<file path="src/logic/mpt_pkg.sv">
// Purpose: Constants for the motion PWM and vector transform core.
// Assumes: aclk at 250 MHz; system tick derived from it by a prescaler.
// Notes: What this block does, one line per tag:
package mpt_pkg;
    localparam int ACLK_KHZ   = 250000;
    localparam int SYS_KHZ    = 12500;
    localparam int SYS_DIV    = ACLK_KHZ / SYS_KHZ;
    localparam int SYS_NS     = 1000000 / SYS_KHZ;
    localparam int DT_MAX_NS  = 10080;
    localparam int DEL_MAX_NS = 10160;
    localparam int DT_STEPS   = DT_MAX_NS / SYS_NS / 2;
    localparam int DEL_MAX    = DEL_MAX_NS / SYS_NS;
    localparam int REV_CYC    = 37;
    localparam int FWD_CYC    = 40;
    localparam int DW         = 12;
    localparam int DT_W       = $clog2(DT_STEPS + 1);
    localparam int DEL_W      = $clog2(DEL_MAX + 1);
    localparam int PIO_W      = 6;
    // Register byte addresses
    localparam logic [7:0] A_CTRL   = 8'h00;
    localparam logic [7:0] A_PERIOD = 8'h04;
    localparam logic [7:0] A_DUTY_A = 8'h08;
    localparam logic [7:0] A_DUTY_B = 8'h0C;
    localparam logic [7:0] A_DUTY_C = 8'h10;
    localparam logic [7:0] A_DEAD   = 8'h14;
    localparam logic [7:0] A_DEL    = 8'h18;
    localparam logic [7:0] A_VCMD   = 8'h1C;
    localparam logic [7:0] A_VX     = 8'h20;
    localparam logic [7:0] A_VY     = 8'h24;
    localparam logic [7:0] A_VR0    = 8'h28;
    localparam logic [7:0] A_VR1    = 8'h2C;
    localparam logic [7:0] A_PDIR   = 8'h30;
    localparam logic [7:0] A_POUT   = 8'h34;
    localparam logic [7:0] A_PIN    = 8'h38;
    localparam logic [7:0] A_ISTAT  = 8'h3C;
    localparam logic [7:0] A_ICLR   = 8'h40;
    localparam logic [7:0] A_IEN    = 8'h44;
    // Field positions
    localparam int B_CLKDIV = 0;
    localparam int B_RUN    = 1;
    localparam int B_BUSY   = 2;
    localparam int B_FWD    = 0;
    localparam int E_PIO    = 0;
    localparam int E_SYNC   = 1;
    localparam int E_VEC    = 2;
    localparam int EV_W     = 3;
    // Transform gains, Q12
    localparam logic signed [13:0] K_INV_SQ3 = 14'sh093D;
    localparam logic signed [13:0] K_SQ3     = 14'sh1BB6;
    localparam logic [DW-1:0] RST12 = 12'h000;
    localparam logic [1:0] RESP_OK  = 2'h0;
    localparam logic [1:0] RESP_ERR = 2'h2;
endpackage

</file>
<file path="src/logic/mpt_core.sv">
// Purpose: Three-phase PWM timer, vector engine and digital port.
// Assumes: AXI4-Lite slave, one write and one read outstanding at most.
// Notes: PWM count, deadtime and transform timing advance on a system tick from a prescaler.
`timescale 1ns/1ns
module mpt_core
    import mpt_pkg::*;
(
    // Clock and reset
    input  wire logic                aclk,
    input  wire logic                aresetn,
    // AXI write address
    input  wire logic [7:0]          s_axi_awaddr,
    input  wire logic                s_axi_awvalid,
    output logic                     s_axi_awready,
    // AXI write data
    input  wire logic [31:0]         s_axi_wdata,
    input  wire logic [3:0]          s_axi_wstrb,
    input  wire logic                s_axi_wvalid,
    output logic                     s_axi_wready,
    // AXI write response
    output logic [1:0]               s_axi_bresp,
    output logic                     s_axi_bvalid,
    input  wire logic                s_axi_bready,
    // AXI read address
    input  wire logic [7:0]          s_axi_araddr,
    input  wire logic                s_axi_arvalid,
    output logic                     s_axi_arready,
    // AXI read data
    output logic [31:0]              s_axi_rdata,
    output logic [1:0]               s_axi_rresp,
    output logic                     s_axi_rvalid,
    input  wire logic                s_axi_rready,
    // PWM pins
    input  wire logic                pwm_stop,
    output logic [2:0]               pwm_hi,
    output logic [2:0]               pwm_lo,
    output logic                     pwm_sync,
    // Digital port
    input  wire logic [PIO_W-1:0]    pio_in,
    output logic [PIO_W-1:0]         pio_out,
    output logic [PIO_W-1:0]         pio_oe,
    // Interrupt
    output logic                     irq
);
    // Registers
    logic [DW-1:0]    ctrl_reg;
    logic [DW-1:0]    period_reg;
    logic [DW-1:0]    duty_reg [3];
    logic [DW-1:0]    duty_act [3];
    logic [DT_W-1:0]  dead_reg;
    logic [DEL_W-1:0] del_reg;
    logic [DW-1:0]    vx_reg;
    logic [DW-1:0]    vy_reg;
    logic [PIO_W-1:0] pdir_reg;
    logic [PIO_W-1:0] pout_reg;
    logic [PIO_W-1:0] plast_reg;
    logic [EV_W-1:0]  stat_reg;
    logic [EV_W-1:0]  ien_reg;
    // Bus state
    logic             wr_go;
    logic [7:0]       waddr;
    logic [DW-1:0]    wmask;
    logic [DW-1:0]    wval;
    logic             wr_hit;
    logic [DW-1:0]    rd_val;
    logic             rd_hit;
    // Timing state
    logic [5:0]       pre_reg;
    logic             tick;
    logic [DW-1:0]    cnt_reg;
    logic             up_reg;
    logic             run;
    logic             sync_ev;
    // Vector engine
    logic             v_start;
    logic             v_busy;
    logic             v_done;
    logic [DW-1:0]    v_r0;
    logic [DW-1:0]    v_r1;
    // Events
    logic             pio_ev;
    logic [EV_W-1:0]  ev;
    logic [EV_W-1:0]  clr;

    // Merge only the byte lanes the master enables
    function automatic logic [DW-1:0] mrg(input logic [DW-1:0] o);
        mrg = (o & ~wmask) | (wval & wmask);
    endfunction

    // Write address and data are taken together, one at a time
    assign wr_go = s_axi_awvalid && s_axi_wvalid && !s_axi_bvalid;
    assign s_axi_awready = wr_go;
    assign s_axi_wready  = wr_go;
    assign waddr = s_axi_awaddr;
    assign wval  = s_axi_wdata[DW-1:0];
    assign wmask = {{4{s_axi_wstrb[1]}}, {8{s_axi_wstrb[0]}}};
    assign s_axi_arready = !s_axi_rvalid;

    // Decode of all mapped addresses, read-only ones included
    always_comb begin
        case (waddr)
            A_CTRL, A_PERIOD, A_DUTY_A, A_DUTY_B, A_DUTY_C,
            A_DEAD, A_DEL, A_VCMD, A_VX, A_VY, A_PDIR,
            A_POUT, A_ICLR, A_IEN, A_VR0, A_VR1, A_PIN,
            A_ISTAT: wr_hit = 1'b1;
            default: wr_hit = 1'b0;
        endcase
    end

    // Write response; read-only targets accept and ignore
    always_ff @(posedge aclk) begin
        if (!aresetn) begin
            s_axi_bvalid <= 1'b0;
            s_axi_bresp  <= RESP_OK;
        end else if (wr_go) begin
            s_axi_bvalid <= 1'b1;
            s_axi_bresp  <= wr_hit ? RESP_OK : RESP_ERR;
        end else if (s_axi_bready) begin
            s_axi_bvalid <= 1'b0;
        end
    end

    // Register writes take effect at the accepting edge
    always_ff @(posedge aclk) begin
        if (!aresetn) begin
            ctrl_reg    <= RST12;
            period_reg  <= RST12;
            duty_reg[0] <= RST12;
            duty_reg[1] <= RST12;
            duty_reg[2] <= RST12;
            dead_reg    <= '0;
            del_reg     <= '0;
            vx_reg      <= RST12;
            vy_reg      <= RST12;
            pdir_reg    <= '0;
            pout_reg    <= '0;
            ien_reg     <= '0;
        end else if (wr_go) begin
            case (waddr)
                A_CTRL:   ctrl_reg    <= mrg(ctrl_reg);
                A_PERIOD: period_reg  <= mrg(period_reg);
                A_DUTY_A: duty_reg[0] <= mrg(duty_reg[0]);
                A_DUTY_B: duty_reg[1] <= mrg(duty_reg[1]);
                A_DUTY_C: duty_reg[2] <= mrg(duty_reg[2]);
                A_DEAD:   dead_reg    <= DT_W'(mrg(DW'(dead_reg)));
                A_DEL:    del_reg     <= DEL_W'(mrg(DW'(del_reg)));
                A_VX:     vx_reg      <= mrg(vx_reg);
                A_VY:     vy_reg      <= mrg(vy_reg);
                A_PDIR:   pdir_reg    <= PIO_W'(mrg(DW'(pdir_reg)));
                A_POUT:   pout_reg    <= PIO_W'(mrg(DW'(pout_reg)));
                A_IEN:    ien_reg     <= EV_W'(mrg(DW'(ien_reg)));
                default:  ;
            endcase
        end
    end

    // A command write starts the engine; ignored while busy
    assign v_start = wr_go && (waddr == A_VCMD) && s_axi_wstrb[0];
    assign clr = (wr_go && waddr == A_ICLR && s_axi_wstrb[0]) ?
                 wval[EV_W-1:0] : '0;

    // Read mux; unused upper bits read as zero
    always_comb begin
        rd_hit = 1'b1;
        case (s_axi_araddr)
            A_CTRL: begin
                rd_val = ctrl_reg;
                rd_val[B_BUSY] = v_busy;
            end
            A_PERIOD: rd_val = period_reg;
            A_DUTY_A: rd_val = duty_reg[0];
            A_DUTY_B: rd_val = duty_reg[1];
            A_DUTY_C: rd_val = duty_reg[2];
            A_DEAD:   rd_val = DW'(dead_reg);
            A_DEL:    rd_val = DW'(del_reg);
            A_VCMD:   rd_val = RST12;
            A_VX:     rd_val = vx_reg;
            A_VY:     rd_val = vy_reg;
            A_VR0:    rd_val = v_r0;
            A_VR1:    rd_val = v_r1;
            A_PDIR:   rd_val = DW'(pdir_reg);
            A_POUT:   rd_val = DW'(pout_reg);
            A_PIN:    rd_val = DW'(pio_in);
            A_ISTAT:  rd_val = DW'(stat_reg);
            A_ICLR:   rd_val = RST12;
            A_IEN:    rd_val = DW'(ien_reg);
            default: begin
                rd_val = RST12;
                rd_hit = 1'b0;
            end
        endcase
    end

    // Read answer one cycle after the address; no read side effects
    always_ff @(posedge aclk) begin
        if (!aresetn) begin
            s_axi_rvalid <= 1'b0;
            s_axi_rdata  <= '0;
            s_axi_rresp  <= RESP_OK;
        end else if (s_axi_arvalid && !s_axi_rvalid) begin
            s_axi_rvalid <= 1'b1;
            s_axi_rdata  <= {20'h00000, rd_val};
            s_axi_rresp  <= rd_hit ? RESP_OK : RESP_ERR;
        end else if (s_axi_rready) begin
            s_axi_rvalid <= 1'b0;
        end
    end

    // System tick: 12.5 MHz, or 6.25 MHz with the divide bit set
    always_ff @(posedge aclk) begin
        if (!aresetn) begin
            pre_reg <= '0;
        end else if (pre_reg == '0) begin
            pre_reg <= ctrl_reg[B_CLKDIV] ? 6'(2 * SYS_DIV - 1)
                                          : 6'(SYS_DIV - 1);
        end else begin
            pre_reg <= pre_reg - 1'b1;
        end
    end
    assign tick = (pre_reg == '0);

    // Stop pin forces every PWM output off at once
    assign run = ctrl_reg[B_RUN] && !pwm_stop;

    // Up/down count 0..period; wider pulses need a longer period
    always_ff @(posedge aclk) begin
        if (!aresetn || !run) begin
            cnt_reg <= '0;
            up_reg  <= 1'b1;
        end else if (tick) begin
            if (period_reg == '0) begin
                cnt_reg <= '0;
            end else if (up_reg) begin
                if (cnt_reg >= period_reg) begin
                    up_reg  <= 1'b0;
                    cnt_reg <= cnt_reg - 1'b1;
                end else begin
                    cnt_reg <= cnt_reg + 1'b1;
                end
            end else if (cnt_reg == '0) begin
                up_reg  <= 1'b1;
                cnt_reg <= cnt_reg + 1'b1;
            end else begin
                cnt_reg <= cnt_reg - 1'b1;
            end
        end
    end
    assign sync_ev = run && tick && !up_reg && (cnt_reg == '0);

    // Duties load at period start so a cycle never mixes values
    always_ff @(posedge aclk) begin
        if (!aresetn) begin
            duty_act[0] <= RST12;
            duty_act[1] <= RST12;
            duty_act[2] <= RST12;
            pwm_sync    <= 1'b0;
        end else begin
            pwm_sync <= sync_ev;
            if (sync_ev || !run) begin
                duty_act[0] <= duty_reg[0];
                duty_act[1] <= duty_reg[1];
                duty_act[2] <= duty_reg[2];
            end
        end
    end

    // One phase block per output pair
    mpt_phase u_ph_a (
        .aclk    (aclk),
        .aresetn (aresetn),
        .tick    (tick),
        .run     (run),
        .cnt     (cnt_reg),
        .duty    (duty_act[0]),
        .dead    (dead_reg),
        .del     (del_reg),
        .hi      (pwm_hi[0]),
        .lo      (pwm_lo[0])
    );
    mpt_phase u_ph_b (
        .aclk    (aclk),
        .aresetn (aresetn),
        .tick    (tick),
        .run     (run),
        .cnt     (cnt_reg),
        .duty    (duty_act[1]),
        .dead    (dead_reg),
        .del     (del_reg),
        .hi      (pwm_hi[1]),
        .lo      (pwm_lo[1])
    );
    mpt_phase u_ph_c (
        .aclk    (aclk),
        .aresetn (aresetn),
        .tick    (tick),
        .run     (run),
        .cnt     (cnt_reg),
        .duty    (duty_act[2]),
        .dead    (dead_reg),
        .del     (del_reg),
        .hi      (pwm_hi[2]),
        .lo      (pwm_lo[2])
    );

    // Transform engine
    mpt_vec u_vec (
        .aclk    (aclk),
        .aresetn (aresetn),
        .tick    (tick),
        .start   (v_start),
        .fwd     (wval[B_FWD]),
        .x       (vx_reg),
        .y       (vy_reg),
        .busy    (v_busy),
        .done    (v_done),
        .r0      (v_r0),
        .r1      (v_r1)
    );

    // Inputs assumed held two periods, so one sample per edge is safe
    always_ff @(posedge aclk) begin
        if (!aresetn) begin
            plast_reg <= pio_in; // Track the pin: no false edge at release
        end else begin
            plast_reg <= pio_in;
        end
    end
    assign pio_ev  = |((pio_in ^ plast_reg) & ~pdir_reg);
    assign pio_out = pout_reg;
    assign pio_oe  = pdir_reg;

    // Sticky status: a new event wins over a clear in the same cycle
    assign ev = {v_done, sync_ev, pio_ev};
    always_ff @(posedge aclk) begin
        if (!aresetn) begin
            stat_reg <= '0;
        end else begin
            stat_reg <= (stat_reg & ~clr) | ev;
        end
    end
    assign irq = |(stat_reg & ien_reg);
endmodule

</file>
<file path="src/logic/mpt_phase.sv">
// Purpose: One complementary PWM phase with deletion and deadtime.
// Assumes: cnt is the shared up/down count, tick the system tick.
// Notes: Both outputs drop at once on any change of target.
`timescale 1ns/1ns
module mpt_phase
    import mpt_pkg::*;
(
    // Clock and reset
    input  wire logic               aclk,
    input  wire logic               aresetn,
    // Timing
    input  wire logic               tick,
    input  wire logic               run,
    input  wire logic [DW-1:0]      cnt,
    // Settings
    input  wire logic [DW-1:0]      duty,
    input  wire logic [DT_W-1:0]    dead,
    input  wire logic [DEL_W-1:0]   del,
    // Outputs
    output logic                    hi,
    output logic                    lo
);
    logic               raw;
    logic               want_reg;
    logic [DT_W:0]      dt_reg;

    // Pulse is 2*duty-1 ticks wide; too narrow a pulse is dropped
    assign raw = (cnt < duty) &&
                 ({1'b0, duty} >= {6'h00, del});

    // Turn-on waits 2*dead+1 ticks; turn-off is immediate
    always_ff @(posedge aclk) begin
        if (!aresetn || !run) begin
            want_reg <= 1'b0;
            // Restart waits a full gap, the other side may just have been on
            dt_reg   <= {dead, 1'b0};
            hi       <= 1'b0;
            lo       <= 1'b0;
        end else if (tick) begin
            if (raw != want_reg) begin
                want_reg <= raw;
                dt_reg   <= {dead, 1'b0};
                hi       <= 1'b0;
                lo       <= 1'b0;
            end else if (dt_reg != '0) begin
                dt_reg <= dt_reg - 1'b1;
            end else begin
                hi <= want_reg;
                lo <= !want_reg;
            end
        end
    end
endmodule

</file>
<file path="src/logic/mpt_vec.sv">
// Purpose: Clarke transform engine with fixed latency.
// Assumes: Operands stable while busy; start ignored when busy.
// Notes: Result appears with done after the full cycle count.
`timescale 1ns/1ns
module mpt_vec
    import mpt_pkg::*;
(
    // Clock and reset
    input  wire logic                 aclk,
    input  wire logic                 aresetn,
    input  wire logic                 tick,
    // Command
    input  wire logic                 start,
    input  wire logic                 fwd,
    input  wire logic signed [DW-1:0] x,
    input  wire logic signed [DW-1:0] y,
    // Status and result
    output logic                      busy,
    output logic                      done,
    output logic signed [DW-1:0]      r0,
    output logic signed [DW-1:0]      r1
);
    logic        [5:0]  cnt_reg;
    logic               fwd_reg;
    logic signed [13:0] s;
    logic signed [27:0] p;
    logic signed [13:0] b;

    // Forward: beta=(x+2y)/sqrt3; reverse: b=(-alpha+sqrt3*beta)/2
    assign s = fwd_reg ? (14'(x) + (14'(y) <<< 1)) : 14'(y);
    assign p = s * (fwd_reg ? K_INV_SQ3 : K_SQ3);
    assign b = (14'(p >>> 12) - 14'(x)) >>> 1;

    // Count system ticks to the documented latency
    always_ff @(posedge aclk) begin
        if (!aresetn) begin
            cnt_reg <= '0;
            fwd_reg <= 1'b0;
            busy    <= 1'b0;
            done    <= 1'b0;
            r0      <= '0;
            r1      <= '0;
        end else begin
            done <= 1'b0;
            if (start && !busy) begin
                busy    <= 1'b1;
                fwd_reg <= fwd;
                cnt_reg <= fwd ? 6'(FWD_CYC) : 6'(REV_CYC);
            end else if (busy && tick) begin
                cnt_reg <= cnt_reg - 1'b1;
                if (cnt_reg == 6'h01) begin
                    busy <= 1'b0;
                    done <= 1'b1;
                    r0   <= x;
                    r1   <= fwd_reg ? DW'(p >>> 12) : DW'(b);
                end
            end
        end
    end
endmodule

</file>
<file path="config.mk">
export PLATFORM = sky130hd
export DESIGN_NAME = mpt_core
export DESIGN_NICKNAME = d
export VERILOG_FILES = /design/src/logic/mpt_pkg.sv /design/src/logic/mpt_core.sv /design/src/logic/mpt_phase.sv /design/src/logic/mpt_vec.sv
export SDC_FILE = /design/constraint.sdc
export NUM_CORES = 1
export LEC_CHECK = 0
export BUFFER_PORTS_ARGS = -buffer_cell sky130_fd_sc_hd__buf_2
export CAP_MARGIN = 20
export CORE_ASPECT_RATIO = 2
export CORE_MARGIN = 1
export CORE_UTILIZATION = 50
export DETAILED_ROUTE_END_ITERATION = 12
export GPL_TIMING_DRIVEN = 0
export PLACE_DENSITY_LB_ADDON = 0.1
export SYNTH_ARGS = -nofsm -noshare
export SYNTH_HDL_FRONTEND = slang
export SYNTH_SLANG_ARGS = --single-unit
</file>
<file path="constraint.sdc">
create_clock -name aclk -period 21.2 [get_ports aclk]
set_input_delay 4.24 -clock aclk [delete_from_list [all_inputs] [get_ports aclk]]
set_output_delay 4.24 -clock aclk [all_outputs]
set_load 0.1 [all_outputs]
</file>
==> impl_metrics.json <==
{
  "cts_inserted_buffers": 23,
  "r2r_slack_ps": 10450,
  "fin_skew_ps": 18.33,
  "syn_inst": 2174,
  "worstMarginPinSlew_ps": 1137,
  "synth-edff-count": 90,
  "mostFrequentLayoutCells": "inv_1, nand2_1, nor2_1",
  "synth_cell_types": 73,
  "die_area_um2": 39950,
  "status": "completed",
  "core_region_area_um2": 38670,
  "critPathLaunchType": "flip-flop",
  "htreeDepth": 1,
  "p_leak_nw": 9.591,
  "cap_violations": 0,
  "async_reset_ff_frac": 0,
  "worst-setup-path-type": "reg -> reg",
  "die_x_um": 141.8,
  "wl_mm": 67.29,
  "rows": 102,
  "via_per_inst": 5.710,
  "power.density_nw_per_um2": 52.36,
  "worstHoldPathType": "reg -> reg",
  "worstPathArrival_ps": 11210,
  "cts_hold_buf": 0,
  "end_kind": "flip-flop",
  "min_period_ps": 10750,
  "cts_buffer_depth": 3,
  "wl_per_cell_um": 23.70,
  "crit_path_frequent_cell": "fa_1",
  "vias": 16215,
  "max-vdd-ir-drop_mv": 0.03733,
  "instances_no_fill": 2840,
  "final_nets": 2668,
  "min_from": "u_vec.r0[7]",
  "dr.pass1.iters": 8,
  "grt_pass1_vias": 16703,
  "cts_num_sinks": 255,
  "grt_pass1_wl_mm": 99.45,
  "fmax_ghz": 0.09303,
  "antenna_found_initial": 4,
  "antenna_left": 0,
  "final_common_cell": "inv_1",
  "syn_area_um2": 19560,
  "rsz0062_at_grt": "no",
  "fp.dieH_um": 281.7,
  "nFillCells": 3706,
  "drcViolationCount": 0,
  "cts_tree": "yes",
  "drt-initial-drc-count": 1161,
  "slew_viol_final": 0,
  "crit_fanout": 7,
  "area.growth.synth_to_final_pct": 10.00,
  "crit_required_ps": 21660,
  "syn_area_per_cell_um2": 8.995,
  "finalHoldViolations": 0,
  "total_power_w": 0.001126,
  "setup_ws_ps": 10450,
  "place_ws_ps": 10460,
  "slew_headroom": 0.2350,
  "dp_hpwl_mm": 56.17,
  "setup_viol": 0,
  "max_stage_delay_ps": 590,
  "grt_usage": 0.3447,
  "start_util": 0.5057,
  "rr_endpoint": "u_vec.r1[11]",
  "io_pins": 127,
  "placed_area_um2": 20750,
  "drive_gt1_frac": 0.07934,
  "ys.flop_type": "dfxtp_1",
  "period_share": 0.5070,
  "gr-total-overflow": 0,
  "min_path_cells": 2,
  "gp_congestion": 0.9876,
  "yosys_warnings": 0,
  "synth_seq_cells": 255,
  "clk_pin_slew_ps": 70,
  "clk_latency_ps": 540,
  "min_delay_worst_endpoint": "u_vec.r0[7]",
  "ctsResizeCount": 0,
  "numPortBuffers": 75,
  "cp_slowest_cell": "fa_1",
  "ys_seq_area_frac": 0.3071,
  "dp_cells": 2798,
  "cts_setup_buffers": 0,
  "cts_root_buf": "clkbuf_16",
  "grt_max_degree": 25,
  "setup-tns-final_ps": 0,
  "timing.reg2reg.worst_path_depth": 37,
  "postLayoutCellArea_um2": 21510
}
-- where the power goes --
part           switching (W)  total, W  internal (W)
sequential        0.00000954  0.000525      0.000515
clock               0.000201  0.000437      0.000237
combinational       0.000118  0.000164     0.0000465
total               0.000328   0.00113      0.000798
-- per-stage QoR --
step,utilization,hold WS (ps)
global placement,0.5347,432.1
finish,0.5563,461.0
global route,0.5562,481.1
floorplan,-,413.0
detailed placement,0.5366,448.0
CTS,0.5562,459.0
-- metal layers --
layer	part of all wire	vias to the layer above	global-route usage
met2	0.55	587	0.6784
met5	0.00058	-	0
met3	0.043	291	0.04059
met1	0.29	7735	0.2869
met4	0.11	6	0.3314
li1	-	7596	-
-- area by class of cell --
class | count | area, um2 | share of cell area
Multi-Input combinational cell | 1536 | 12020 | 0.5586
Sequential cell | 255 | 6006 | 0.2792
Inverter | 299 | 1122 | 0.05218
Tap cell | 520 | 650.6 | 0.03025
Clock buffer | 29 | 628.1 | 0.02920
Buffer | 109 | 531.8 | 0.02472
Timing Repair Buffer | 79 | 425.4 | 0.01978
Clock inverter | 12 | 128.9 | 0.005991
Antenna cell | 1 | 2.502 | 0.0001163
-- critical path: cells and delay by family, from the launching register on --
kind / cells / cell delay, ps
buffers and inverters: 3 / 170
flip-flops: 1 / 390
AND/OR/NAND/NOR: 2 / 550
XOR/XNOR: 4 / 680
AO/OA/AOI/OAI: 18 / 4390
adder cells (fa/ha/maj): 10 / 4470
-- kinds of logic after synthesis --
family	after synthesis	synth area share
compound gates	411	0.1388
xor+xnor	68	0.03046
fa+ha+maj	299	0.2389
buf+inv	408	0.08459
flops	255	0.3071
mux	83	0.04293
other cells	2	0.0003840
simple gates	648	0.1568
-- Yosys cell counts (12+ instances only) --
cell / n / area (um2)
ha_1: 175 / 2190
a31oi_1: 22 / 137.6
nand4_1: 12 / 75.07
a221oi_1: 14 / 122.6
and2_1: 43 / 269.0
nand3_1: 33 / 165.2
xnor2_1: 49 / 429.2
a21oi_1: 148 / 740.7
a211oi_1: 12 / 90.09
nand2_1: 194 / 728.2
dfxtp_1: 165 / 3303
buf_4: 29 / 217.7
nand2b_1: 57 / 356.6
nor3_1: 27 / 135.1
nor4_1: 20 / 125.1
o21ai_0: 52 / 260.3
xor2_1: 19 / 166.4
a222oi_1: 24 / 240.2
clkbuf_1: 71 / 266.5
nor2_1: 189 / 709.4
and3_1: 17 / 106.4
inv_1: 297 / 1115
a21o_1: 44 / 330.3
a22oi_1: 16 / 120.1
edfxtp_1: 90 / 2703
or3_1: 13 / 81.33
mux2i_1: 76 / 760.7
fa_1: 124 / 2482
-- worst max path at each step --
stage / to / slack (ps) / depth (start not counted)
detailed placement: u_vec.r1[11] / 10460 / 37
floorplan: s_axi_wready / 11350 / 4
global placement: u_vec.r1[11] / 10490 / 36
finish: u_vec.r1[11] / 10450 / 37
global route: u_vec.r1[11] / 10020 / 37
CTS: u_vec.r1[11] / 10430 / 37
(Power assumes the default switching activity.)
